File: src/wdt_pkg.sv
// Package with constants and a carrier type for the watchdog block.
package wdt_pkg;

  // ----------------------------------------------------------------------
  // Timing
  // ----------------------------------------------------------------------
  localparam int unsigned SYS_CLK_HZ      = 20_000_000;
  localparam int unsigned WDT_PERIOD_US   = 18_000;
  localparam int unsigned WDT_PERIOD_CYC  =
    (SYS_CLK_HZ / 1_000_000) * WDT_PERIOD_US;
  localparam int unsigned WDT_CNT_W       = 19;

  // ----------------------------------------------------------------------
  // Register map (byte addresses)
  // ----------------------------------------------------------------------
  localparam logic [3:0] OPTION_ADDR   = 4'h0;
  localparam logic [3:0] STATUS_ADDR   = 4'h4;
  localparam logic [3:0] CONTROL_ADDR  = 4'h8;
  localparam logic [3:0] CONFIG_ADDR   = 4'hC;

  // ----------------------------------------------------------------------
  // Fields and reset values
  // ----------------------------------------------------------------------
  localparam int unsigned PSA_BIT        = 3;
  localparam int unsigned PS_LSB         = 0;
  localparam int unsigned TO_BIT         = 0;
  localparam int unsigned SLEEP_ST_BIT   = 1;
  localparam int unsigned CLR_BIT        = 0;
  localparam int unsigned SLEEP_BIT      = 1;
  localparam int unsigned WATCHDOG_ENABLE_FUSE_BIT       = 2;
  localparam logic [7:0]  OPTION_RST     = 8'hFF;
  localparam logic [1:0]  RESP_OKAY      = 2'b00;
  localparam logic [1:0]  RESP_SLVERR    = 2'b10;

  typedef struct packed {
    logic       assign_sel;
    logic [2:0] ratio_sel;
  } prescale_cfg_t;

endpackage : wdt_pkg

File: src/wdt_core.sv
// Watchdog counter with shared postscaler.
`timescale 1ns/100ps
module wdt_core
  import wdt_pkg::*;
#(
  parameter int unsigned PERIOD_CYC = WDT_PERIOD_CYC
)
(
  // Clock and reset
  input  wire logic          sys_clk_i,
  input  wire logic          rst_n_i,
  // Control
  input  wire logic          enable_i,
  input  wire logic          clear_i,
  input  wire prescale_cfg_t cfg_i,
  // Result
  output logic               expire_o
);

  logic [WDT_CNT_W-1:0] watchdog_counter_r;
  logic [7:0]           post_r;
  logic                 tick;
  logic                 post_hit;

  assign tick = (watchdog_counter_r == WDT_CNT_W'(PERIOD_CYC - 1));
  // Ratio is two to the power of the select value.
  assign post_hit = (post_r == ((8'h01 << cfg_i.ratio_sel) - 8'h01));

  always_ff @(posedge sys_clk_i or negedge rst_n_i)
  begin
    if (!rst_n_i)
      watchdog_counter_r <= '0;
    else if (!enable_i || clear_i || tick)
      watchdog_counter_r <= '0;
    else
      watchdog_counter_r <= watchdog_counter_r + 1'b1;
  end

  // When the prescaler serves Timer0 the watchdog sees no scaling.
  always_ff @(posedge sys_clk_i or negedge rst_n_i)
  begin
    if (!rst_n_i)
      post_r <= '0;
    else if (!enable_i || clear_i || !cfg_i.assign_sel)
      post_r <= '0;
    else if (tick)
      post_r <= post_hit ? 8'h00 : post_r + 8'h01;
  end

  always_ff @(posedge sys_clk_i or negedge rst_n_i)
  begin
    if (!rst_n_i)
      expire_o <= 1'b0;
    else
      expire_o <= enable_i && !clear_i && tick &&
                  (!cfg_i.assign_sel || post_hit);
  end

endmodule : wdt_core

File: src/wdt_top.sv
// Watchdog timer top level with AXI4-Lite register slave.
//
// Contract
// - Watchdog counts on its own free-running clock; here sys_clk_i stands in for it.
// - Expiry while awake causes full device reset.
// - Expiry while asleep wakes device, no reset.
// - Cleared enable fuse keeps watchdog disabled.
// - Unscaled expiry period nominally 18 ms.
// - Software assigns prescaler, ratio up to 1:128.
// - Clear or sleep instruction resets counter, postscaler.
// - Every expiry clears active-low time-out flag.
// - One prescaler serves Timer0 or watchdog only.
// - Option low four bits select assignment, ratio.
// - Config word bit 2 enables the watchdog.
`timescale 1ns/100ps
module wdt_top
  import wdt_pkg::*;
#(
  // Expiry count; only a bench shortens it, to keep its runs brief.
  parameter int unsigned PERIOD_CYC = WDT_PERIOD_CYC
)
(
  // Clock and reset
  input  wire logic        sys_clk_i,
  input  wire logic        rstn_i,
  // Configuration word
  input  wire logic [13:0] config_word_i,
  // AXI4-Lite write address
  input  wire logic        awvalid_i,
  output logic             awready_o,
  input  wire logic [3:0]  awaddr_i,
  // AXI4-Lite write data
  input  wire logic        wvalid_i,
  output logic             wready_o,
  input  wire logic [31:0] wdata_i,
  input  wire logic [3:0]  wstrb_i,
  // AXI4-Lite write response
  output logic             bvalid_o,
  input  wire logic        bready_i,
  output logic [1:0]       bresp_o,
  // AXI4-Lite read address
  input  wire logic        arvalid_i,
  output logic             arready_o,
  input  wire logic [3:0]  araddr_i,
  // AXI4-Lite read data
  output logic             rvalid_o,
  input  wire logic        rready_i,
  output logic [31:0]      rdata_o,
  output logic [1:0]       rresp_o,
  // Device effects
  output logic             device_reset_o,
  output logic             wake_o,
  output logic             sleeping_o
);

  // ----------------------------------------------------------------------
  // Reset release
  // ----------------------------------------------------------------------
  logic [1:0] rst_sync_r;
  logic       rst_n;

  always_ff @(posedge sys_clk_i or negedge rstn_i)
  begin
    if (!rstn_i)
      rst_sync_r <= 2'b00;
    else
      rst_sync_r <= {rst_sync_r[0], 1'b1};
  end
  assign rst_n = rst_sync_r[1];

  // ----------------------------------------------------------------------
  // Fuse capture
  // ----------------------------------------------------------------------
  // The fuse is static, so it is sampled once each clock after reset.
  logic fuse_s1_r, fuse_s2_r, fuse_s3_r, watchdog_enable_fuse_r;

  always_ff @(posedge sys_clk_i or negedge rst_n)
  begin
    if (!rst_n)
    begin
      fuse_s1_r              <= 1'b0;
      fuse_s2_r              <= 1'b0;
      fuse_s3_r              <= 1'b0;
      watchdog_enable_fuse_r <= 1'b0;
    end
    else
    begin
      fuse_s1_r <= config_word_i[WATCHDOG_ENABLE_FUSE_BIT];
      fuse_s2_r <= fuse_s1_r;
      fuse_s3_r <= fuse_s2_r;
      if (fuse_s2_r == fuse_s3_r)
        watchdog_enable_fuse_r <= fuse_s3_r;
    end
  end

  // ----------------------------------------------------------------------
  // Write channel
  // ----------------------------------------------------------------------
  logic [7:0] option_r;
  logic       timeout_flag_n_r;
  logic       sleep_r;
  logic       aw_held_r, w_held_r;
  logic [3:0] aw_addr_r;
  logic [31:0] w_data_r;
  logic [3:0] w_strb_r;
  logic       wr_go;
  logic       clr_pulse_r;
  logic       expire;

  assign wr_go = aw_held_r && w_held_r && !bvalid_o;

  // Ready is registered; it mirrors an empty slot and no pending response.
  always_ff @(posedge sys_clk_i or negedge rst_n)
  begin
    if (!rst_n)
    begin
      awready_o <= 1'b1;
      wready_o  <= 1'b1;
    end
    else if (wr_go)
    begin
      awready_o <= 1'b0;
      wready_o  <= 1'b0;
    end
    else if (bvalid_o && bready_i)
    begin
      awready_o <= 1'b1;
      wready_o  <= 1'b1;
    end
    else
    begin
      if (awvalid_i && awready_o)
        awready_o <= 1'b0;
      if (wvalid_i && wready_o)
        wready_o <= 1'b0;
    end
  end

  always_ff @(posedge sys_clk_i or negedge rst_n)
  begin
    if (!rst_n)
    begin
      aw_held_r <= 1'b0;
      w_held_r  <= 1'b0;
      aw_addr_r <= '0;
      w_data_r  <= '0;
      w_strb_r  <= '0;
      bvalid_o  <= 1'b0;
      bresp_o   <= RESP_OKAY;
    end
    else
    begin
      if (awvalid_i && awready_o)
      begin
        aw_held_r <= 1'b1;
        aw_addr_r <= awaddr_i;
      end
      if (wvalid_i && wready_o)
      begin
        w_held_r <= 1'b1;
        w_data_r <= wdata_i;
        w_strb_r <= wstrb_i;
      end
      if (wr_go)
      begin
        aw_held_r <= 1'b0;
        w_held_r  <= 1'b0;
        bvalid_o  <= 1'b1;
        bresp_o   <= (aw_addr_r == OPTION_ADDR || aw_addr_r == CONTROL_ADDR)
                     ? RESP_OKAY : RESP_SLVERR;
      end
      else if (bvalid_o && bready_i)
        bvalid_o <= 1'b0;
    end
  end

  // Option register; only the low byte lane is implemented.
  always_ff @(posedge sys_clk_i or negedge rst_n)
  begin
    if (!rst_n)
      option_r <= OPTION_RST;
    else if (wr_go && aw_addr_r == OPTION_ADDR && w_strb_r[0])
      option_r <= w_data_r[7:0];
  end

  // Control writes stand for the clear and sleep instructions.
  always_ff @(posedge sys_clk_i or negedge rst_n)
  begin
    if (!rst_n)
      clr_pulse_r <= 1'b0;
    else
      clr_pulse_r <= wr_go && aw_addr_r == CONTROL_ADDR && w_strb_r[0] &&
                     (w_data_r[CLR_BIT] || w_data_r[SLEEP_BIT]);
  end

  always_ff @(posedge sys_clk_i or negedge rst_n)
  begin
    if (!rst_n)
      sleep_r <= 1'b0;
    else if (expire)
      sleep_r <= 1'b0;
    else if (wr_go && aw_addr_r == CONTROL_ADDR && w_strb_r[0] &&
             w_data_r[SLEEP_BIT])
      sleep_r <= 1'b1;
  end
  assign sleeping_o = sleep_r;

  // ----------------------------------------------------------------------
  // Watchdog core
  // ----------------------------------------------------------------------
  prescale_cfg_t cfg;
  assign cfg.assign_sel = option_r[PSA_BIT];
  assign cfg.ratio_sel  = option_r[PS_LSB +: 3];

  // The system clock stands in for the free-running watchdog oscillator.
  wdt_core #(
    .PERIOD_CYC (PERIOD_CYC)
  ) u_core (
    .sys_clk_i (sys_clk_i),
    .rst_n_i   (rst_n),
    .enable_i  (watchdog_enable_fuse_r),
    .clear_i   (clr_pulse_r),
    .cfg_i     (cfg),
    .expire_o  (expire)
  );

  // ----------------------------------------------------------------------
  // Expiry effects
  // ----------------------------------------------------------------------
  // The flag survives the watchdog reset it reports; only rstn or a clear or sleep write sets it again.
  always_ff @(posedge sys_clk_i or negedge rst_n)
  begin
    if (!rst_n)
      timeout_flag_n_r <= 1'b1;
    else if (expire)
      timeout_flag_n_r <= 1'b0;
    else if (clr_pulse_r)
      timeout_flag_n_r <= 1'b1;
  end

  always_ff @(posedge sys_clk_i or negedge rst_n)
  begin
    if (!rst_n)
    begin
      device_reset_o <= 1'b0;
      wake_o         <= 1'b0;
    end
    else
    begin
      device_reset_o <= expire && !sleep_r;
      wake_o         <= expire && sleep_r;
    end
  end

  // ----------------------------------------------------------------------
  // Read channel
  // ----------------------------------------------------------------------
  always_ff @(posedge sys_clk_i or negedge rst_n)
  begin
    if (!rst_n)
    begin
      arready_o <= 1'b1;
      rvalid_o  <= 1'b0;
      rdata_o   <= '0;
      rresp_o   <= RESP_OKAY;
    end
    else if (arvalid_i && arready_o)
    begin
      arready_o <= 1'b0;
      rvalid_o  <= 1'b1;
      rresp_o   <= RESP_OKAY;
      unique case (araddr_i)
        OPTION_ADDR:  rdata_o <= {24'h00_0000, option_r};
        STATUS_ADDR:  rdata_o <= {30'h0000_0000, sleep_r, timeout_flag_n_r};
        CONTROL_ADDR: rdata_o <= 32'h0000_0000;
        CONFIG_ADDR:  rdata_o <= {31'h0000_0000, watchdog_enable_fuse_r};
        default:
        begin
          rdata_o <= 32'h0000_0000;
          rresp_o <= RESP_SLVERR;
        end
      endcase
    end
    else if (rvalid_o && rready_i)
    begin
      arready_o <= 1'b1;
      rvalid_o  <= 1'b0;
    end
  end

endmodule : wdt_top

File: config.mk
export PLATFORM = sky130hd
export DESIGN_NAME = wdt_top
export DESIGN_NICKNAME = d
export VERILOG_FILES = /design/src/wdt_pkg.sv /design/src/wdt_core.sv /design/src/wdt_top.sv
export SDC_FILE = /design/constraint.sdc
export NUM_CORES = 1
export LEC_CHECK = 0
export ABC_AREA = 1
export BUFFER_PORTS_ARGS = -buffer_cell sky130_fd_sc_hd__buf_2
export CORE_ASPECT_RATIO = 2
export CORE_MARGIN = 1.5
export CORE_UTILIZATION = 49
export CTS_CLUSTER_DIAMETER = 200
export CTS_CLUSTER_SIZE = 25
export DETAILED_ROUTE_END_ITERATION = 12
export PLACE_DENSITY = 0.73
export SKIP_LAST_GASP = 1
export SYNTH_ARGS = -nofsm -noshare
export SYNTH_HDL_FRONTEND = slang
export SYNTH_HIERARCHICAL = 1
export SYNTH_SLANG_ARGS = --single-unit
File: constraint.sdc
create_clock -name sys_clk_i -period 3.59 [get_ports sys_clk_i]
set_clock_uncertainty 0.05 [all_clocks]
set_input_delay 0.1795 -clock sys_clk_i [delete_from_list [all_inputs] [get_ports sys_clk_i]]
set_output_delay 0.1795 -clock sys_clk_i [all_outputs]
set_load 0.01 [all_outputs]
# After elaboration in Yosys (flattened, before gate mapping)

Cells that the tools add are included.

Output and inout port bits: 44
Logic and storage cells: 106
Bits of input ports: 65
Flip-flop bits (word level): 103

Mux-type cells: 27
$add $sub $neg: 3
Shift-type cells: 1
Eq/ne operators: 7
Reductions and logical operators: 41

Operators by type and width:

| operator              | number |
|---|---|
| $mux 8                | 3 |
| $pmux 8 s3            | 1 |
| $mux 1                | 20 |
| $add 19x1->19 const B | 1 |
| $eq 19x19->1 const B  | 1 |
| $mux 19               | 1 |
| $logic_and 1x1->1     | 18 |
| $reduce_bool 2->1     | 7 |
| $eq 4x4->1 const B    | 3 |
| $add 8x1->8 const B   | 1 |
| $eq 8x8->1            | 1 |
| $logic_not 4->1       | 2 |
| $shl 1x3->8 const A   | 1 |
| $sub 8x1->8 const B   | 1 |
| $logic_or 1x1->1      | 6 |
| $reduce_bool 3->1     | 2 |
| $logic_not 1->1       | 5 |
| $eq 4x3->1 const B    | 1 |
| $mux 2                | 2 |
| $reduce_or 4->1       | 1 |
| $eq 1x1->1            | 1 |

# Depth between registers and ports, before layout

Depth in word-level cells: 7
Depth in mapped cells: 11
Gate-level depth less buffers: 10

# Hierarchy

Netlist, hierarchy kept.

Modules (own cells, without submodules):

| module   | cells each | sequential area each (µm²) | area each (µm²) | instances |
|---|---|---|---|---|
| wdt_top  | 224        | 1,241.2                    | 2,138.3         | 1 |
| wdt_core | 264        | 700.7                      | 1,811.7         | 1 |

# Least setup slack after synthesis

OpenSTA, ideal clock, no wires.

Path type: flip-flop to flip-flop
From: register option_r[2]
To: register u_core.post_r[0]
Data required time: 3,421 ps
Path buffers: 1
Period minus slack after synthesis: 1,523 ps
Cell stages (with the launch flop): 11
Arrival time: 1,354 ps
Setup time: 119 ps
Setup slack: 2,067 ps
Cell sequence: dfstp_2 > buf_2 > inv_1 > nand2_1 > nor2_1 > nor2_1 > nand2_1 > nor2_1 > nand2_1 > nand4_1 > nand2_1

Cells in the longest elaborated chain, start to end: 6

Ends and longest elaborated chain:

| item                     | RTL line       | text |
|---|---|---|
| start: declaration       | wdt_top.sv:99  | `logic [7:0] option_r;` |
| start signal: assignment | wdt_top.sv:183 | `option_r <= w_data_r[7:0];` |
| $shl 1x3->8              | wdt_core.sv:27 | `assign post_hit = (post_r == ((8'h01 << cfg_i.ratio_sel) - 8'h01));` |
| $sub 8x1->8              | wdt_core.sv:27 |  |
| $eq 8x8->1               | wdt_core.sv:27 |  |
| $mux 8                   | wdt_core.sv:47 | `post_r <= post_hit ? 8'h00 : post_r + 8'h01;` |
| $mux 8                   | wdt_core.sv:46 | `else if (tick)` |
| $mux 8                   | wdt_core.sv:44 | `else if (!enable_i \|\| clear_i \|\| !cfg_i.assign_sel)` |
| end signal: assignment   | wdt_core.sv:47 |  |
| end: declaration         | wdt_core.sv:21 | `logic [7:0] post_r;` |

No other way between the ends. The select of a mux whose other input is x is not followed.
A chain may end at the register's enable or synchronous reset.

# Worst setup path after layout

From: register u_core.watchdog_counter_r[0]
To: register u_core.watchdog_counter_r[12]

Cells in the longest elaborated chain, start to end: 3

Ends and longest elaborated chain:

| item                                                                  | RTL line       | text |
|---|---|---|
| start: declaration                                                    | wdt_core.sv:20 | `logic [WDT_CNT_W-1:0] watchdog_counter_r;` |
| start signal: assignment                                              | wdt_core.sv:36 | `watchdog_counter_r <= watchdog_counter_r + 1'b1;` |
| parallel branches: the longest is 2 deep, another holds $add 19x1->19 | --             |  |
| $mux 19 *                                                             | wdt_core.sv:33 | `else if (!enable_i \|\| clear_i \|\| tick)` |

Every way passes the cells marked *.

==> flow_summary_export.csv <==
group,metric,value,unit
status,status,"finished, final reports clean",
place,place.gp.congestion,0.8737,
floorplan,die_area,0.008641,mm2
power,powerDensity,610.1,mW/mm2
route,drt_pass1_iterations,5,
power,ir_drop,0.5148,mV
floorplan,core,0.007885,mm2
place,dpl.hpwl,6085,um
timing,grt_setup_unrepaired,"no",
timing,max-slew-margin-rel,0.4707,
power,power,2820,uW
synthesis,synth_mux_area_frac,0,
synthesis,synthAdderAreaFrac,0.008869,
worst_hold_path,hold_class,"primary input to flip-flop",
route,drt-initial-drc-count,124,
critical_path,r2r_cells,6,
timing,tns,0,ns
global_routing,grt_max_degree,38,
synthesis,synth_xor_area_frac,0.02217,
clock_tree,cts_setup_buffers,0,
clock_tree,clock_latency,0.34,ns
worst_hold_path,min-delay-start,"awaddr_i[0]",
floorplan,die_w,66.49,um
synthesis,ys_ff_latch,77,
synthesis,synthCells,488,
critical_path,critPathLaunchType,"flip-flop",
route,drc,0,
route,vias,3176,
clock_tree,cts_root_buf,"clkbuf_16",
synthesis,synth-compound-area-share,0.04720,
layout,drive_gt1_frac,0.1790,
clock_tree,cts_buffers,9,
layout,layout_commonest_cell,"nand2_1",
route,ant_nets,0,
clock_tree,cts_tree,"yes",
critical_path,reg2reg_from,"u_core/watchdog_counter_r[0]",
critical_path,r2r_end,"u_core/watchdog_counter_r[12]",
synthesis,synthDistinctLibCells,33,
layout,nets,615,
layout,synthToLayoutAreaGrowth,17.01,%
worst_hold_path,min_to,"aw_addr_r[0]",
synthesis,avgSynthCellArea,8.094,um2
synthesis,synth-seq-area-share,0.4916,
clock_tree,cts_buffer_depth,2,
place,numPortBuffers,42,
timing,fin_crit,1.717,ns
clock_tree,cts.htree.levels,3,
route,routed_via_density,4.894,
clock_tree,clk_pin_slew,0.06,ns
synthesis,synth_top_family_by_area,"simple AND/OR/NAND/NOR gates",
floorplan,die_h,130.0,um
synthesis,synth_area,0.003950,mm2
timing,setup_violations,0,
critical_path,crit_type,"flip-flop to flip-flop",
layout,antennaDiodeCount,0,
synthesis,ys_warn_count,6,
timing,fmax,582.4,MHz
route,drt-wirelength-per-cell,12.84,um
floorplan,rows,46,
floorplan,ioPinCount,109,
global_routing,antenna_found_initial,0,
power,leakage,0.002317,uW
worst_hold_path,min_path_cells,3,
critical_path,arrival,1.87,ns
global_routing,first_global_vias,3152,
layout,layout_common_cells,"137 x nand2_1, 64 x dfrtp_1, 57 x inv_1",
critical_path,crit_path_end_kind,"flip-flop",
timing,slew_violations,0,
timing,hold_violations,0,
clock_tree,ctsResizeCount,0,
job,cap_violations,0,
critical_path,required,3.74,ns
clock_tree,cts.sinks,77,
global_routing,grt_usage,0.2198,
route,routed_wl,8333,um
global_routing,grt_pass1_wl,14170,um
global_routing,gr-total-overflow,0,
critical_path,reg2reg_slack,1.87,ns
synthesis,synthSimpleGateAreaFrac,0.3085,
floorplan,start_util,0.5010,
critical_path,path_max_fanout,18,
timing,whs,0.01686,ns
timing,tightest_slew,0.7939,ns
timing,period_share,0.4783,
-- critical path, cell delays in order (launching register included) --
cell and delay [ns]:
dfrtp_1 0.36, ha_1 0.29, nand3_2 0.16, nor2_4 0.15, nand3_4 0.13, nand2_2 0.33, nor2_1 0.11
-- routing by layer --
layer / vias to the layer above / part of all wire / global-route usage
met4: 0 / 0.037 / 0.1309
met2: 79 / 0.57 / 0.3971
met3: 17 / 0.035 / 0.05000
met1: 1489 / 0.35 / 0.2225
met5: - / 0 / 0
li1: 1591 / - / -
-- synthesized netlist by cell type --
master / count / area [um2]
buf_4: 27 / 202.7
xor2_1: 8 / 70.07
nand2_1: 137 / 514.2
nand2_2: 4 / 25.02
o21ai_1: 2 / 10.01
inv_2: 4 / 15.01
nand3_4: 2 / 35.03
nor3_4: 1 / 16.27
nand2_4: 1 / 11.26
inv_1: 57 / 214.0
a21oi_1: 4 / 20.02
o21ai_0: 23 / 115.1
o21ai_2: 4 / 35.03
buf_2: 3 / 15.01
nand3_1: 37 / 185.2
ha_1: 2 / 25.02
nor3b_1: 3 / 22.52
clkbuf_1: 1 / 3.750
nor2_8: 1 / 20.02
nand2b_1: 1 / 6.260
maj3_1: 1 / 10.01
nor2_2: 3 / 18.77
nor3_1: 7 / 35.03
nand3_2: 2 / 20.02
nand4_1: 11 / 68.82
buf_6: 2 / 22.52
dfstp_2: 12 / 315.3
conb_1: 2 / 7.510
xnor2_1: 2 / 17.52
nor2_1: 55 / 206.5
dfrtp_1: 65 / 1627
a31oi_1: 1 / 6.260
nor2_4: 3 / 33.78
-- worst max path at each step --
stage / slack (ns) / end / startpoint
finish: 1.87 / u_core/watchdog_counter_r[12] / u_core/watchdog_counter_r[0]
detailed placement: 1.85 / u_core/watchdog_counter_r[13] / u_core/watchdog_counter_r[0]
global route: 1.70 / u_core/post_r[3] / u_core/watchdog_counter_r[0]
floorplan: 1.26 / aw_addr_r[0] / rst_sync_r[1]
global placement: 1.87 / u_core/watchdog_counter_r[13] / u_core/watchdog_counter_r[0]
CTS: 1.84 / u_core/watchdog_counter_r[12] / u_core/watchdog_counter_r[0]
-- through the flow --
step                        util  setup WS (ns)  cell area (um2)  instances
after CTS                 0.5862          1.844             4622        649
after floorplan                -          1.258             4044        513
after detailed placement  0.5268          1.852             4154        621
after global placement    0.5268          1.868             4154        621
final                     0.5862          1.873             4622        649
after global routing      0.5862          1.697             4622        649
-- timing repair --
item | in CTS | in global routing
hold buffers | 12 | 0
hold endpoints to repair | 13 | 0
setup endpoints to repair | 0 | 0
-- report_power, final --
| part | leakage, uW | switching [uW] | internal, uW |
|---|---|---|---|
| Sequential | 0.000977 | 135 | 1060 |
| Clock | 0.000162 | 361 | 682 |
| Combinational | 0.00118 | 381 | 199 |
-- cell families (layout without fill, tap and decap cells) --
group                      after synthesis  in the layout
and+or+nand+nor                        268            268
buffers and inverters                   94            134
DFF                                     77             77
AOI/OAI and AO/OA                       34             34
xor gates and xnor gates                10             10
adders and majority gates                3              3
other                                    2             27
-- sequential cells by signal, summed over array words and instances, names as in the netlist, 2 cells and up --
name	flops
u_core/watchdog_counter_r	19
rdata_o	8
option_r	8
u_core/post_r	8
w_data_r	8
rst_sync_r	2
aw_addr_r	4
-- final cells by class --
class | count | area (um2)
Fill cell | 710 | 3263
Sequential cell | 77 | 1943
Multi-Input combinational cell | 342 | 1629
Timing Repair Buffer | 57 | 352.8
Inverter | 61 | 229.0
Clock buffer | 9 | 225.2
Clock inverter | 7 | 122.6
Tap cell | 96 | 120.1
No activity file was read; power rests on OpenSTA's default activity.
